## config.mk

```make
export PLATFORM = sky130hd
export DESIGN_NAME = qdsr_status
export DESIGN_NICKNAME = d
export VERILOG_FILES = /design/src/include/qdsr_pkg.sv /design/src/design/qdsr_scan.sv /design/src/design/qdsr_status.sv
export VERILOG_INCLUDE_DIRS = /design/src /design/src/include
export SDC_FILE = /design/constraint.sdc
export NUM_CORES = 1
export LEC_CHECK = 0
export BUFFER_PORTS_ARGS = -buffer_cell sky130_fd_sc_hd__buf_2
export CAP_MARGIN = 25
export CORE_ASPECT_RATIO = 1.75
export CORE_MARGIN = 1
export CORE_UTILIZATION = 55
export DETAILED_ROUTE_END_ITERATION = 10
export PLACE_DENSITY = 0.86
export SLEW_MARGIN = 20
export SYNTH_ARGS = -nofsm -noshare
export SYNTH_HDL_FRONTEND = slang
export SYNTH_SLANG_ARGS = --single-unit
```

## constraint.sdc

```tcl
create_clock -name clk -period 3.1 [get_ports clk]
set_input_delay 0.62 -clock clk [delete_from_list [all_inputs] [get_ports clk]]
set_output_delay 0.62 -clock clk [all_outputs]
set_load 0.01 [all_outputs]
```

## src/include/qdsr_cfg.svh

```systemverilog
// Offsets, reset values and timing counts for the demodulator status readout.
`ifndef QDSR_CFG_SVH
`define QDSR_CFG_SVH
`define QDSR_ADR_EV_HIGH   7'h00
`define QDSR_ADR_EV_MID    7'h01
`define QDSR_ADR_EV_LOW    7'h02
`define QDSR_ADR_ST_HIGH   7'h04
`define QDSR_ADR_ST_LOW    7'h05
`define QDSR_ADR_IE_HIGH   7'h1C
`define QDSR_ADR_IE_MID    7'h1D
`define QDSR_ADR_IE_LOW    7'h1E
`define QDSR_ADR_PROBE_SEL 7'h67
`define QDSR_ADR_SR_HIGH   7'h74
`define QDSR_ADR_SR_LOW    7'h75
`define QDSR_ADR_PV_HIGH   7'h7B
`define QDSR_ADR_PV_LOW    7'h7C
`define QDSR_RST_BYTE      8'h00
`define QDSR_RST_SEL       4'h0
`define QDSR_SEL_IQ        4'h0
`define QDSR_SEL_DC        4'h1
`define QDSR_SEL_DEC       4'h5
`define QDSR_SEL_FLD       4'h6
`define QDSR_SEL_TLD       4'h7
`define QDSR_SEL_PLD       4'h8
`define QDSR_NUM_RANGES    12
`define QDSR_CLK_NS        50
`define QDSR_LOCK_TICK_NS  1000
`define QDSR_LOCK_TICK_CYC (`QDSR_LOCK_TICK_NS / `QDSR_CLK_NS)
`endif

```

## src/include/qdsr_pkg.sv

```systemverilog
// Types shared by the demodulator status readout.
package qdsr_pkg;
	typedef enum logic [2:0] {
		QDSR_SEARCH  = 3'b001,
		QDSR_CT_WAIT = 3'b010,
		QDSR_LOCKED  = 3'b100
	} qdsr_lock_state_t;
endpackage : qdsr_pkg

```

## src/design/qdsr_scan.sv

```systemverilog
// Symbol-rate sub-range scan sequencer.
`timescale 1ns/1ns
`include "qdsr_cfg.svh"
module qdsr_scan (
	input  wire logic        clk,
	input  wire logic        rst_n,
	input  wire logic        scan_start,
	input  wire logic        search_rates,
	input  wire logic [11:0] subrange_select,
	input  wire logic        sweep_done,
	output logic      [3:0]  active_subrange,
	output logic             freq_end,
	output logic             rate_end
);
	logic [3:0] subrange_ff;
	logic [3:0] nxt_subrange;
	logic [4:0] top_pick;
	logic [4:0] below_pick;

	// Returns found flag and index of the highest selected sub-range below lim.
	function automatic logic [4:0] qdsr_pick(input logic [11:0] sel, input logic [4:0] lim);
		logic [4:0] res;
		res = 5'h00;
		for (int i = 0; i < `QDSR_NUM_RANGES; i++) begin
			if (sel[i] && (i < int'(lim))) begin
				res = {1'b1, 4'(i)};
			end
		end
		return res;
	endfunction : qdsr_pick

	assign top_pick   = qdsr_pick(subrange_select, 5'h0C);
	assign below_pick = qdsr_pick(subrange_select, {1'b0, subrange_ff});
	assign freq_end   = sweep_done;
	assign rate_end   = sweep_done && search_rates && !below_pick[4];
	assign nxt_subrange = scan_start ? top_pick[3:0] :
		(sweep_done && search_rates) ? (below_pick[4] ? below_pick[3:0] : top_pick[3:0]) :
		subrange_ff;
	assign active_subrange = subrange_ff;

	always_ff @(posedge clk or negedge rst_n) begin
		if (!rst_n) begin
			subrange_ff <= 4'h0;
		end else begin
			subrange_ff <= nxt_subrange;
		end
	end

	chk_known_rate_end: assert property (@(posedge clk) disable iff (!rst_n)
		!search_rates |-> !rate_end) else $error("Rate end raised with known symbol rate.");
	chk_descend_order: assert property (@(posedge clk) disable iff (!rst_n)
		(sweep_done && search_rates && !scan_start && below_pick[4])
		|=> active_subrange < $past(active_subrange))
		else $error("Sub-range scan did not descend.");
	chk_wrap_top: assert property (@(posedge clk) disable iff (!rst_n)
		(rate_end && !scan_start) |=> active_subrange == $past(top_pick[3:0]))
		else $error("Scan did not wrap to highest sub-range.");
endmodule : qdsr_scan

```

## src/design/qdsr_status.sv

```systemverilog
// Demodulator event, status, symbol-rate and probe readout registers.
// Operation
// - Reading an event register returns it, then clears it.
// - High event byte: lock and loss of CT, full, timing, carrier lock.
// - After CT lock wait programmed time; full lock only on decoder lock.
// - Decoder lock timeout drops CT lock and resumes searching.
// - Middle event byte: gain, frequency lock, calc done, sweep maxima.
// - Low event byte: state change, range ends, AFC, searches, loop limit.
// - Known rate: sweep raises frequency end, restarts, no rate end.
// - Unknown rate: search each selected sub-range of twelve.
// - Start at highest selected sub-range, descend, frequency end each.
// - After last sub-range raise rate end and wrap, forever.
// - High status byte shows live quality and lock levels.
// - Low status byte shows sweep activity; bits 5 to 0 reserved.
// - Sixteen-bit symbol-rate readout spans two byte registers.
// - Probe select 1 shows I and Q DC offsets.
// - Probe select 5 puts decimation index in bits 15 to 13.
// - Probe select 6 shows frequency detector byte in both bytes.
// - Probe select 7 shows timing detector; reading does not reset.
// - Probe select 8 shows phase detector; reading does not reset.
// - Probe can snapshot I and Q of one symbol.
// - Enable registers gate events onto interrupt pin only.
`timescale 1ns/1ns
`include "qdsr_cfg.svh"
module qdsr_status (
	input  wire logic        clk,
	input  wire logic        rst_n,
	input  wire logic        reg_rd_en,
	input  wire logic        reg_wr_en,
	input  wire logic [6:0]  reg_addr,
	input  wire logic [7:0]  reg_wr_data,
	output logic      [7:0]  reg_rd_data,
	output logic             reg_rd_valid,
	input  wire logic        ct_acquired,
	input  wire logic        decoder_lock,
	input  wire logic [7:0]  lock_wait_limit,
	input  wire logic        timing_lock,
	input  wire logic        carrier_lock,
	input  wire logic        timing_gain_lock,
	input  wire logic        frequency_lock,
	input  wire logic        front_end_gain_lock,
	input  wire logic        quality_hi_bit,
	input  wire logic        quality_lo_bit,
	input  wire logic        timing_sweep_on,
	input  wire logic        carrier_sweep_on,
	input  wire logic        calc_done,
	input  wire logic        timing_sweep_max,
	input  wire logic        carrier_sweep_max,
	input  wire logic        afc_success,
	input  wire logic        afc_fail,
	input  wire logic        next_freq_search,
	input  wire logic        same_freq_search,
	input  wire logic        loop_limit,
	input  wire logic        scan_start,
	input  wire logic        search_rates,
	input  wire logic [11:0] subrange_select,
	input  wire logic        sweep_done,
	input  wire logic [15:0] symbol_rate_readout,
	input  wire logic [7:0]  inphase_offset,
	input  wire logic [7:0]  quadrature_offset,
	input  wire logic [2:0]  decimation_index,
	input  wire logic [7:0]  freq_detector_value,
	input  wire logic [15:0] timing_detector_value,
	input  wire logic [15:0] phase_detector_value,
	input  wire logic [7:0]  symbol_i,
	input  wire logic [7:0]  symbol_q,
	output logic             demod_full_lock,
	output logic             carrier_timing_lock,
	output logic             resume_search,
	output logic      [3:0]  active_subrange,
	output logic             freq_restart,
	output logic             irq_n
);
	localparam logic [6:0] EV_ADR [0:2] = '{`QDSR_ADR_EV_LOW, `QDSR_ADR_EV_MID, `QDSR_ADR_EV_HIGH};
	localparam logic [6:0] IE_ADR [0:2] = '{`QDSR_ADR_IE_LOW, `QDSR_ADR_IE_MID, `QDSR_ADR_IE_HIGH};
	localparam logic [4:0] TICK_LAST = 5'(`QDSR_LOCK_TICK_CYC - 1);

	qdsr_pkg::qdsr_lock_state_t state_ff;
	qdsr_pkg::qdsr_lock_state_t nxt_state;
	logic [4:0]  tick_ff;
	logic [7:0]  wait_ff;
	logic [7:0]  nxt_wait;
	logic        tick;
	logic        timeout;
	logic [9:0]  lvl_ff;
	logic [9:0]  lvl_now;
	logic [9:0]  rise;
	logic [9:0]  fall;
	logic        freq_end;
	logic        rate_end;
	logic        state_change;
	logic [23:0] ev_set;
	logic [23:0] ev_ff;
	logic [23:0] ie_ff;
	logic [2:0]  ev_rd_hit;
	logic [3:0]  probe_sel_ff;
	logic [7:0]  snap_q_ff;
	logic [7:0]  rd_data_ff;
	logic        rd_valid_ff;
	logic        irq_n_ff;
	logic [7:0]  status_high;
	logic [7:0]  status_low;
	logic [15:0] probe_word;
	logic        probe_snap;
	logic [7:0]  probe_low;
	logic [7:0]  rd_mux;

	// Lock sequencing: CT lock waits for decoder lock, timeout resumes search.
	assign tick    = (tick_ff == TICK_LAST);
	assign timeout = (state_ff == qdsr_pkg::QDSR_CT_WAIT) && !decoder_lock && tick &&
		(wait_ff == lock_wait_limit);
	assign nxt_wait = (state_ff != qdsr_pkg::QDSR_CT_WAIT) ? 8'h00 :
		(tick && (wait_ff != lock_wait_limit)) ? wait_ff + 8'h01 : wait_ff;

	always_comb begin
		nxt_state = state_ff;
		unique case (state_ff)
			qdsr_pkg::QDSR_SEARCH: begin
				if (ct_acquired) begin
					nxt_state = qdsr_pkg::QDSR_CT_WAIT;
				end
			end
			qdsr_pkg::QDSR_CT_WAIT: begin
				if (!ct_acquired || timeout) begin
					nxt_state = qdsr_pkg::QDSR_SEARCH;
				end else if (decoder_lock) begin
					nxt_state = qdsr_pkg::QDSR_LOCKED;
				end
			end
			qdsr_pkg::QDSR_LOCKED: begin
				if (!ct_acquired || !decoder_lock) begin
					nxt_state = qdsr_pkg::QDSR_SEARCH;
				end
			end
			default: begin
				nxt_state = qdsr_pkg::QDSR_SEARCH;
			end
		endcase
	end

	always_ff @(posedge clk or negedge rst_n) begin
		if (!rst_n) begin
			state_ff <= qdsr_pkg::QDSR_SEARCH;
			tick_ff  <= 5'h00;
			wait_ff  <= 8'h00;
		end else begin
			state_ff <= nxt_state;
			tick_ff  <= tick ? 5'h00 : tick_ff + 5'h01;
			wait_ff  <= nxt_wait;
		end
	end

	assign demod_full_lock     = (state_ff == qdsr_pkg::QDSR_LOCKED);
	assign carrier_timing_lock = (state_ff != qdsr_pkg::QDSR_SEARCH);
	assign resume_search       = timeout;
	assign state_change        = (nxt_state != state_ff);

	qdsr_scan u_scan (
		.clk             (clk),
		.rst_n           (rst_n),
		.scan_start      (scan_start),
		.search_rates    (search_rates),
		.subrange_select (subrange_select),
		.sweep_done      (sweep_done),
		.active_subrange (active_subrange),
		.freq_end        (freq_end),
		.rate_end        (rate_end)
	);
	assign freq_restart = sweep_done;

	// Edge detection of lock levels for the lock and loss events.
	assign lvl_now = {carrier_timing_lock, demod_full_lock, timing_lock, carrier_lock,
		front_end_gain_lock, timing_gain_lock, frequency_lock, 3'b000};
	assign rise = lvl_now & ~lvl_ff;
	assign fall = ~lvl_now & lvl_ff;

	always_ff @(posedge clk or negedge rst_n) begin
		if (!rst_n) begin
			lvl_ff <= 10'h000;
		end else begin
			lvl_ff <= lvl_now;
		end
	end

	assign ev_set[23:16] = {rise[9], fall[9], rise[8], fall[8],
		rise[7], fall[7], rise[6], fall[6]};
	assign ev_set[15:8]  = {rise[5], rise[4], fall[4], rise[3], fall[3],
		calc_done, timing_sweep_max, carrier_sweep_max};
	assign ev_set[7:0]   = {state_change, freq_end, rate_end, afc_success, afc_fail,
		next_freq_search, same_freq_search, loop_limit};

	// Event and enable byte registers.
	genvar g;
	generate
		for (g = 0; g < 3; g++) begin : g_byte
			assign ev_rd_hit[g] = reg_rd_en && (reg_addr == EV_ADR[g]);
			always_ff @(posedge clk or negedge rst_n) begin
				if (!rst_n) begin
					ev_ff[8*g+:8] <= `QDSR_RST_BYTE;
					ie_ff[8*g+:8] <= `QDSR_RST_BYTE;
				end else begin
					ev_ff[8*g+:8] <= (ev_rd_hit[g] ? 8'h00 : ev_ff[8*g+:8]) |
						ev_set[8*g+:8];
					if (reg_wr_en && (reg_addr == IE_ADR[g])) begin
						ie_ff[8*g+:8] <= reg_wr_data;
					end
				end
			end
		end
	endgenerate

	// Live status, probe selection and read mux.
	assign status_high = {quality_hi_bit, quality_lo_bit, frequency_lock, timing_gain_lock,
		timing_lock, carrier_lock, carrier_timing_lock, demod_full_lock};
	assign status_low  = {timing_sweep_on, carrier_sweep_on, 6'h00};
	assign probe_word  =
		(probe_sel_ff == `QDSR_SEL_IQ)  ? {symbol_i, snap_q_ff} :
		(probe_sel_ff == `QDSR_SEL_DC)  ? {inphase_offset, quadrature_offset} :
		(probe_sel_ff == `QDSR_SEL_DEC) ? {decimation_index, 13'h0000} :
		(probe_sel_ff == `QDSR_SEL_FLD) ? {freq_detector_value, freq_detector_value} :
		(probe_sel_ff == `QDSR_SEL_TLD) ? timing_detector_value :
		(probe_sel_ff == `QDSR_SEL_PLD) ? phase_detector_value : 16'h0000;
	assign probe_snap = reg_rd_en && (reg_addr == `QDSR_ADR_PV_HIGH) &&
		(probe_sel_ff == `QDSR_SEL_IQ);
	assign probe_low  = probe_word[7:0];

	assign rd_mux =
		(reg_addr == `QDSR_ADR_EV_HIGH)   ? ev_ff[23:16] :
		(reg_addr == `QDSR_ADR_EV_MID)    ? ev_ff[15:8] :
		(reg_addr == `QDSR_ADR_EV_LOW)    ? ev_ff[7:0] :
		(reg_addr == `QDSR_ADR_ST_HIGH)   ? status_high :
		(reg_addr == `QDSR_ADR_ST_LOW)    ? status_low :
		(reg_addr == `QDSR_ADR_IE_HIGH)   ? ie_ff[23:16] :
		(reg_addr == `QDSR_ADR_IE_MID)    ? ie_ff[15:8] :
		(reg_addr == `QDSR_ADR_IE_LOW)    ? ie_ff[7:0] :
		(reg_addr == `QDSR_ADR_PROBE_SEL) ? {4'h0, probe_sel_ff} :
		(reg_addr == `QDSR_ADR_SR_HIGH)   ? symbol_rate_readout[15:8] :
		(reg_addr == `QDSR_ADR_SR_LOW)    ? symbol_rate_readout[7:0] :
		(reg_addr == `QDSR_ADR_PV_HIGH)   ? probe_word[15:8] :
		(reg_addr == `QDSR_ADR_PV_LOW)    ? probe_low : 8'h00;

	always_ff @(posedge clk or negedge rst_n) begin
		if (!rst_n) begin
			probe_sel_ff <= `QDSR_RST_SEL;
			snap_q_ff    <= `QDSR_RST_BYTE;
			rd_data_ff   <= `QDSR_RST_BYTE;
			rd_valid_ff  <= 1'b0;
			irq_n_ff     <= 1'b1;
		end else begin
			if (reg_wr_en && (reg_addr == `QDSR_ADR_PROBE_SEL)) begin
				probe_sel_ff <= reg_wr_data[3:0];
			end
			if (probe_snap) begin
				snap_q_ff <= symbol_q;
			end
			if (reg_rd_en) begin
				rd_data_ff <= rd_mux;
			end
			rd_valid_ff <= reg_rd_en;
			irq_n_ff    <= ~|(ev_ff & ie_ff);
		end
	end

	assign reg_rd_data  = rd_data_ff;
	assign reg_rd_valid = rd_valid_ff;
	assign irq_n        = irq_n_ff;

	chk_clear_on_read: assert property (@(posedge clk) disable iff (!rst_n)
		(ev_rd_hit[2] && ev_set[23:16] == 8'h00) |=> ev_ff[23:16] == 8'h00)
		else $error("Event byte not cleared by read.");
	chk_set_beats_clear: assert property (@(posedge clk) disable iff (!rst_n)
		(ev_rd_hit[1] && ev_set[15:8] != 8'h00) |=> ev_ff[15:8] == $past(ev_set[15:8]))
		else $error("Event lost during clearing read.");
	chk_read_returns_ev: assert property (@(posedge clk) disable iff (!rst_n)
		ev_rd_hit[1] |=> reg_rd_data == $past(ev_ff[15:8]))
		else $error("Event read returned wrong contents.");
	chk_full_needs_dec: assert property (@(posedge clk) disable iff (!rst_n)
		$rose(demod_full_lock) |-> $past(decoder_lock) && $past(carrier_timing_lock))
		else $error("Full lock without decoder lock.");
	chk_wait_timeout: assert property (@(posedge clk) disable iff (!rst_n)
		timeout |=> !carrier_timing_lock ##1 ev_ff[22])
		else $error("Timeout did not drop CT lock.");
	chk_status_high: assert property (@(posedge clk) disable iff (!rst_n)
		(reg_rd_en && reg_addr == `QDSR_ADR_ST_HIGH) |=> reg_rd_data == $past(status_high))
		else $error("Status high read mismatch.");
	chk_status_rsvd: assert property (@(posedge clk) disable iff (!rst_n)
		(reg_rd_en && reg_addr == `QDSR_ADR_ST_LOW) |=> reg_rd_data[5:0] == 6'h00)
		else $error("Reserved status bits not zero.");
	chk_probe_dec: assert property (@(posedge clk) disable iff (!rst_n)
		(reg_rd_en && reg_addr == `QDSR_ADR_PV_HIGH && probe_sel_ff == `QDSR_SEL_DEC)
		|=> reg_rd_data == {$past(decimation_index), 5'h00})
		else $error("Decimation index misplaced.");
	chk_probe_fld: assert property (@(posedge clk) disable iff (!rst_n)
		(reg_rd_en && reg_addr == `QDSR_ADR_PV_LOW && probe_sel_ff == `QDSR_SEL_FLD)
		|=> reg_rd_data == $past(freq_detector_value))
		else $error("Frequency detector byte mismatch.");
	chk_irq_gating: assert property (@(posedge clk) disable iff (!rst_n)
		(ie_ff == 24'h000000) |=> irq_n)
		else $error("Interrupt asserted with all enables clear.");
endmodule : qdsr_status

```

==> results of run 1 <==
## cells in the final DEF, fill, tap and decap left out, drive strengths merged, types with 5 or more instances in the layout
| master | synthesis | final |
|---|---|---|
| nand4 | 11 | 11 |
| and3 | 8 | 8 |
| o221ai | 5 | 5 |
| nand2b | 16 | 16 |
| clkbuf | 15 | 11 |
| o21ai | 41 | 41 |
| dfrtp | 95 | 95 |
| nor2b | 15 | 15 |
| nor2 | 50 | 50 |
| o311ai | 5 | 5 |
| o31ai | 5 | 5 |
| nand2 | 41 | 41 |
| buf | 30 | 183 |
| mux2i | 14 | 14 |
| o21a | 10 | 10 |
| a22o | 13 | 13 |
| mux2 | 49 | 49 |
| nor3 | 9 | 9 |
| xor2 | 13 | 13 |
| nor4 | 7 | 7 |
| a31oi | 11 | 11 |
| a21oi | 37 | 37 |
| inv | 21 | 23 |
| a22oi | 26 | 26 |
| o211ai | 13 | 13 |
| o22ai | 18 | 18 |
| a21o | 16 | 16 |
| nand3 | 26 | 26 |
## worst max-delay path, stage by stage (launching register included)
cell     delay (ns)
dfrtp_1        0.43
or3b_2         0.62
nor2_1         0.12
and4_1         0.24
buf_2          0.14
## cell type report
class | count | area (sq um)
fill | 999 | 3820
multi-input combinational | 528 | 3720
sequential | 97 | 2430
timing repair buffer | 183 | 966
clock buffer | 11 | 243
tap | 135 | 169
clock inverter | 5 | 85.1
inverter | 22 | 82.6
## where the power goes
| part | total (W) | internal [W] | switching [W] |
|---|---|---|---|
| Combinational | 0.000704 | 0.000321 | 0.000383 |
| Sequential | 0.00147 | 0.00135 | 0.000124 |
| Clock | 0.00122 | 0.000735 | 0.000489 |
## cell families after synthesis
kind of cell,after synthesis,synth area share [%]
and+or+nand+nor,216,19.6
buffers and inverters,67,5.21
muxes,63,10.7
DFF,97,37.5
AOI/OAI and AO/OA,231,24.5
adders and majority gates,2,0.386
xor gates and xnor gates,16,2.16
## metrics by stage
| stage | setup slack (ns) | util (%) | instances |
|---|---|---|---|
| 2_1_floorplan | 0.971 | - | 692 |
| 3_5_place_dp | 0.479 | 64.0 | 965 |
| 6_report | 0.582 | 66.8 | 981 |
| 4_1_cts | 0.585 | 66.8 | 981 |
| 5_1_grt | 0.449 | 66.8 | 981 |
| 3_3_place_gp | 0.506 | 64.0 | 965 |
## metal layers
layer  up-vias  part of all wire, %  GRT usage, %
met5         -                    0         0.826
met4         0                  7.8          24.4
met3        94                  7.4          8.00
met2       357                   51          61.6
met1      2975                   34          35.6
li1       2912                    -             -
## worst max path at each step
stage / end / slack [ns] / from / depth (start not counted)
2_1_floorplan: reg_rd_data[4] / 0.97 / reg_addr[3] / 7
3_3_place_gp: reg_rd_data[7] / 0.51 / reg_addr[3] / 7
3_5_place_dp: reg_rd_data[7] / 0.48 / reg_addr[3] / 7
4_1_cts: resume_search / 0.58 / state_ff[2] / 4
5_1_grt: resume_search / 0.45 / wait_ff[3] / 4
6_report: resume_search / 0.58 / state_ff[2] / 4
## registers in the layout (all words and copies together) (netlist names)
register,flops
reg_rd_data,8
probe_sel_ff,4
reg_rd_valid,1
snap_q_ff,8
state_ff,3
irq_n,1
ev_ff,24
wait_ff,8
ie_ff,24
u_scan.active_subrange,4
lvl_ff,7
tick_ff,5
==> run summary, run 1 <==
Port-buffer cells: 169
final layout net count: 995
max-slew violations: 0
Max Cap Viol: 0
Area Overhead vs Synth: 18.6%
largest cells by area after synthesis: dfrtp_1 (37%), mux2_2 (8.5%), a22oi_1 (3.0%)
Diodes inserted: 0
CTS Sinks: 97
Synth Register Bits: 97
Worst Hold Class: input pin to asynchronous set/reset pin
DIE WIDTH: 84.1 um
post-synth top area share: 36.6%
I/O pin cnt: 170
post-place instance area: 7370 sq um
outcome: finished with violations
initial cell density of the core: 56.3%
Setup Crit Path Kind: flip-flop to output port
Worst VDD drop: 444 uV
Max Freq: 397 MHz
failing checks: design-rule violations
vias in the first global route: 6201
top cells by count, synth: dfrtp_1 (95), mux2_2 (49), nor2_1 (48)
total track usage: 34.8%
GPL Wtd Cong: 1.02
die height: 146 um
post-route ant nets: 0
Cell variety after synth: 81
ys flop type: dfrtp_1
die area: 12300 sq um
Post-CTS Resized: 0
final instance area: 7690 sq um
number of vias per cell: 6.46
cell count after synthesis: 692
reg2reg path depth: 6
Min Hold Slack: 0.316 ns
initial antenna violation count: 0
CP max FO: 12
share of layout cells above drive strength 1: 32.6%
Least-Margin Pin Slew: 0.767 ns
Tmin final: 2.52 ns
Startpoint Class: flip-flop
GR Overflow Total: 0
syn nets: 846
DR pass1 iterations: 9
total CTS buffers: 9
largest net degree at the start of global routing: 58
DP HPWL: 16100 um
Reg-to-Reg End: reg_rd_data[3]
leakage: 3.47 nW
first-pass GRT wire length: 32500 um
CTS HTree Levels: 3
Post-CTS Hold Fix Bufs: 0
sequential area share after synthesis: 37.5%
final worst-path cycle share: 81.2%
Hold Vio Cnt, Final: 0
Synth Warn #: 0
Power Total: 0.00340 W
syn_area_per_cell: 9.37 sq um
Clock Path Buffers: 2
worst flop-to-flop path startpoint: probe_sel_ff[2]
cell taking the most area after synthesis: dfrtp_1
Initial DRC Count: 569
RSZ-0062 raised after global routing: false
clock latency at the later pin of the worst-skew pair: 0.35 ns
Root Buffer: clkbuf_16
CTS tree: built
Max Clock Skew: 0.00843 ns
via count: 6338
final setup TNS: 0 ns
WP data arrival: 1.90 ns
Detailed Route WL: 20900 um
Routed WL per cell: 21.4 um
CORE AREA: 11500 sq um
worst path required time: 2.48 ns
pwr dens: 442 nW/um^2
row count: 52
synthesized area: 6490 sq um
share of synthesized registers carrying an async set or reset: 100%
Setup Viol. Count Final: 0
Reg clk slew, reported paths: 0.07 ns
Critical Path End Type: output port
Post-synth EDFFs: 0
count leader, synth: dfrtp_1
Post CTS Setup Buffer Count: 0
slew margin rel.: 48.9%
residual DRC count: 40
flop-to-flop setup slack: 0.80 ns
(Power assumes the default switching activity.)
==> run 2, diff against run 1 <==
--- a/config.mk
+++ b/config.mk
@@ -6,13 +6,14 @@
 export SDC_FILE = /design/constraint.sdc
 export NUM_CORES = 1
 export LEC_CHECK = 0
+export ABC_AREA = 1
 export BUFFER_PORTS_ARGS = -buffer_cell sky130_fd_sc_hd__buf_2
 export CAP_MARGIN = 25
 export CORE_ASPECT_RATIO = 1.75
 export CORE_MARGIN = 1
-export CORE_UTILIZATION = 55
+export CORE_UTILIZATION = 53
 export DETAILED_ROUTE_END_ITERATION = 10
-export PLACE_DENSITY = 0.86
+export PLACE_DENSITY = 0.84
 export SLEW_MARGIN = 20
 export SYNTH_ARGS = -nofsm -noshare
 export SYNTH_HDL_FRONTEND = slang
==> constraint.sdc (replaced) <==
create_clock -name clk -period 2.4 [get_ports clk]
set_input_delay 0.48 -clock clk [delete_from_list [all_inputs] [get_ports clk]]
set_output_delay 0.48 -clock clk [all_outputs]
set_load 0.01 [all_outputs]
==> run summary, run 2 <==
die height: 143 um (was 146 um)
GPL Wtd Cong: 0.944 (was 1.02)
final layout net count: 1163 (was 995)
vias in the first global route: 6216 (was 6201)
most common cell after layout, fill and taps aside: nand2_1 (was buf_2)
clock power share: 31.9% (was 36.0%)
Net Sw Frac: 32.2% (was 29.3%)
final worst-path cycle share: 92.9%
DIE WIDTH: 82.6 um (was 84.1 um)
slew margin rel.: 50.1% (was 48.9%)
Cell variety after synth: 53 (was 81)
Synth Warn #: 0 (unchanged)
Critical path origin: probe_sel_ff[1] (was state_ff[2])
leakage: 3.76 nW (was 3.47 nW)
die area: 11800 sq um (was 12300 sq um)
Synth Register Bits: 97 (unchanged)
Diodes inserted: 0 (unchanged)
share of layout cells above drive strength 1: 25.0% (was 32.6%)
I/O pin cnt: 170 (unchanged)
worst path required time: 2.64 ns (was 2.48 ns)
Worst VDD drop: 487 uV (was 444 uV)
Post-CTS Resized: 0 (unchanged)
Least-Margin Pin Slew: 0.730 ns (was 0.767 ns)
CTS Sinks: 97 (unchanged)
post-place instance area: 7070 sq um (was 7370 sq um)
Critical Path End Type: flip-flop (was output port)
Setup Viol. Count Final: 0 (unchanged)
row count: 51 (was 52)
top cells by count, synth: nand2_1 (228), inv_1 (105), dfrtp_1 (95) (was dfrtp_1 (95), mux2_2 (49), nor2_1 (48))
synthesized area: 6020 sq um (was 6490 sq um)
Max Clock Skew: 0.0130 ns (was 0.00843 ns)
syn nets: 978 (was 846)
Pint: 0.00283 W (was 0.00241 W)
residual DRC count: 0 (was 40)
post-route ant nets: 0 (unchanged)
cell taking the most area after synthesis: dfrtp_1 (unchanged)
CORE AREA: 11100 sq um (was 11500 sq um)
Routed WL per cell: 17.7 um (was 21.4 um)
sequential area share after synthesis: 40.3% (was 37.5%)
Max Freq: 448 MHz
Switching Power: 0.00134 W (was 0.000996 W)
final core occ: 66.3% (was 66.8%)
pwr dens: 566 nW/um^2 (was 442 nW/um^2)
Detailed Route WL: 20200 um (was 20900 um)
Worst Hold Class: input pin to asynchronous set/reset pin (unchanged)
Clock Path Buffers: 2 (unchanged)
Post CTS Setup Buffer Count: 0 (unchanged)
final setup TNS: 0 ns (unchanged)
Hold Vio Cnt, Final: 0 (unchanged)
RSZ-0062 raised after global routing: false (unchanged)
final setup margin: 0.170 ns (was 0.582 ns)
DP HPWL: 15800 um (was 16100 um)
initial cell density of the core: 54.2% (was 56.3%)
syn_area_per_cell: 7.31 sq um (was 9.37 sq um)
cell count after synthesis: 824 (was 692)
top flop regs: ev_ff: 24 flops, ie_ff: 24 flops (unchanged)
via count: 6410 (was 6338)
WP data arrival: 2.47 ns (was 1.90 ns)
Comb pwr share: 22.5% (was 20.7%)
post-synth top area share: 39.5% (was 36.6%)
first-pass GRT wire length: 31000 um (was 32500 um)
Root Buffer: clkbuf_16 (unchanged)
pre-CTS WS: 0.232 ns (was 0.479 ns)
Setup Crit Path Kind: flip-flop to flip-flop (was flip-flop to output port)
worst flop-to-flop path startpoint: probe_sel_ff[1] (was probe_sel_ff[2])
Port-buffer cells: 169 (unchanged)
CTS tree: built (unchanged)
final instance area: 7360 sq um (was 7690 sq um)
largest net degree at the start of global routing: 43 (was 58)
reg2reg path depth: 13 (was 6)
CP endpoint: reg_rd_data[3] (was resume_search)
share of synthesized registers carrying an async set or reset: 100% (unchanged)
Sequential Power Share: 45.6% (was 43.3%)
GR Overflow Total: 0 (unchanged)
Reg-to-Reg End: reg_rd_data[3] (unchanged)
Max Cap Viol: 0 (unchanged)
total CTS buffers: 9 (unchanged)
initial antenna violation count: 0 (unchanged)
CTS HTree Levels: 3 (unchanged)
ys flop type: dfrtp_1 (unchanged)
Reg clk slew, reported paths: 0.07 ns (about the same)
Tmin final: 2.23 ns
clock latency at the later pin of the worst-skew pair: 0.35 ns (about the same)
largest cells by area after synthesis: dfrtp_1 (39%), nand2_1 (14%), inv_1 (6.5%) (was dfrtp_1 (37%), mux2_2 (8.5%), a22oi_1 (3.0%))
total track usage: 37.0% (was 34.8%)
Post-CTS Hold Fix Bufs: 0 (unchanged)
number of vias per cell: 5.59 (was 6.46)
Post-synth EDFFs: 0 (unchanged)
DR pass1 iterations: 7 (was 9)
CP max FO: 13 (was 12)
most frequent cells in the layout: nand2_1 (228), buf_2 (168), inv_1 (105) (was buf_2 (168), dfrtp_1 (95), mux2_2 (49))
max-slew violations: 0 (unchanged)
outcome: finished clean (was finished with violations)
Initial DRC Count: 412 (was 569)
count leader, synth: nand2_1 (was dfrtp_1)
Area Overhead vs Synth: 22.2% (was 18.6%)
Startpoint Class: flip-flop (unchanged)
flop-to-flop setup slack: 0.17 ns (was 0.80 ns)
run 2: changes by cell type after synthesis, sizes merged, moves of 23 or more:
cell	before	now
mux2	49	8
a22oi	26	0
buf	30	7
inv	21	110
nand3	26	79
nand2	41	232
o21ai	41	78
run 2: worst max-delay path, cell delays in order (launching register included):
cell      delay [ns]
dfrtp_1         0.47
nor2_4          0.34
nand3b_1        0.30
nand3_1         0.25
o21bai_1        0.16
nand3_1         0.10
nand2_1         0.06
nand2_1         0.04
nand2_1         0.05
nand3_1         0.06
nand2_1         0.08
nand4_1         0.09
nand2_1         0.08
nand2_1         0.05
run 2: cells by family (layout without fill, tap and decap cells):
kind of cell,after synthesis,in the layout,share of synthesized area (%)
AOI/OAI and AO/OA,156,156,14.9
xor gates and xnor gates,12,12,1.75
adders and majority gates,2,2,0.415
buffers and inverters,125,315,8.98
DFF,97,97,40.3
muxes,8,8,1.50
and+or+nand+nor,424,424,32.1
run 2: area by class of cell:
cell class / count / area (sq um)
Sequential cell: 97 / 2430
Tap cell: 132 / 165
Fill cell: 1045 / 3740
Timing Repair Buffer: 188 / 1000
Inverter: 111 / 419
Multi-Input combinational cell: 602 / 3070
Clock inverter: 5 / 40.0
Clock buffer: 11 / 233
run 2: metal layers:
layer	share of wire (%)	wire (um)	global-route usage, %
met1	32	6500	34.9
met4	10	2040	33.2
met2	49	9950	61.0
met5	0	0	0
met3	8.6	1750	12.4
run 2: metrics by stage:
stage	total power (W)	instances	hold WS, ns
6_report	0.00417	1146	0.116
5_1_grt	0.00437	1146	0.151
4_1_cts	0.00416	1146	0.129
3_5_place_dp	0.00284	1130	0.424
3_3_place_gp	0.00282	1130	0.413
2_1_floorplan	0.00243	824	0.184
run 2: worst min path at each step:
stage / startpoint / endpoint / slack, ns / depth (start not counted)
finish: rst_n / snap_q_ff[5] / 0.12 / 1
global route: rst_n / snap_q_ff[0] / 0.15 / 1
CTS: rst_n / snap_q_ff[5] / 0.13 / 1
detailed placement: lvl_ff[5] / ev_ff[15] / 0.42 / 1
global placement: lvl_ff[5] / ev_ff[15] / 0.41 / 1
floorplan: rst_n / ev_ff[0] / 0.18 / 0
run 2: power by group through the flow:
stage / registers, W / clock network (W) / logic [W]
after floorplan: 0.00188 / 0 / 0.000551
final: 0.00190 / 0.00133 / 0.000939
after global routing: 0.00191 / 0.00140 / 0.00105
after CTS: 0.00189 / 0.00134 / 0.000922
after detailed placement: 0.00192 / 0 / 0.000914
after global placement: 0.00192 / 0 / 0.000899
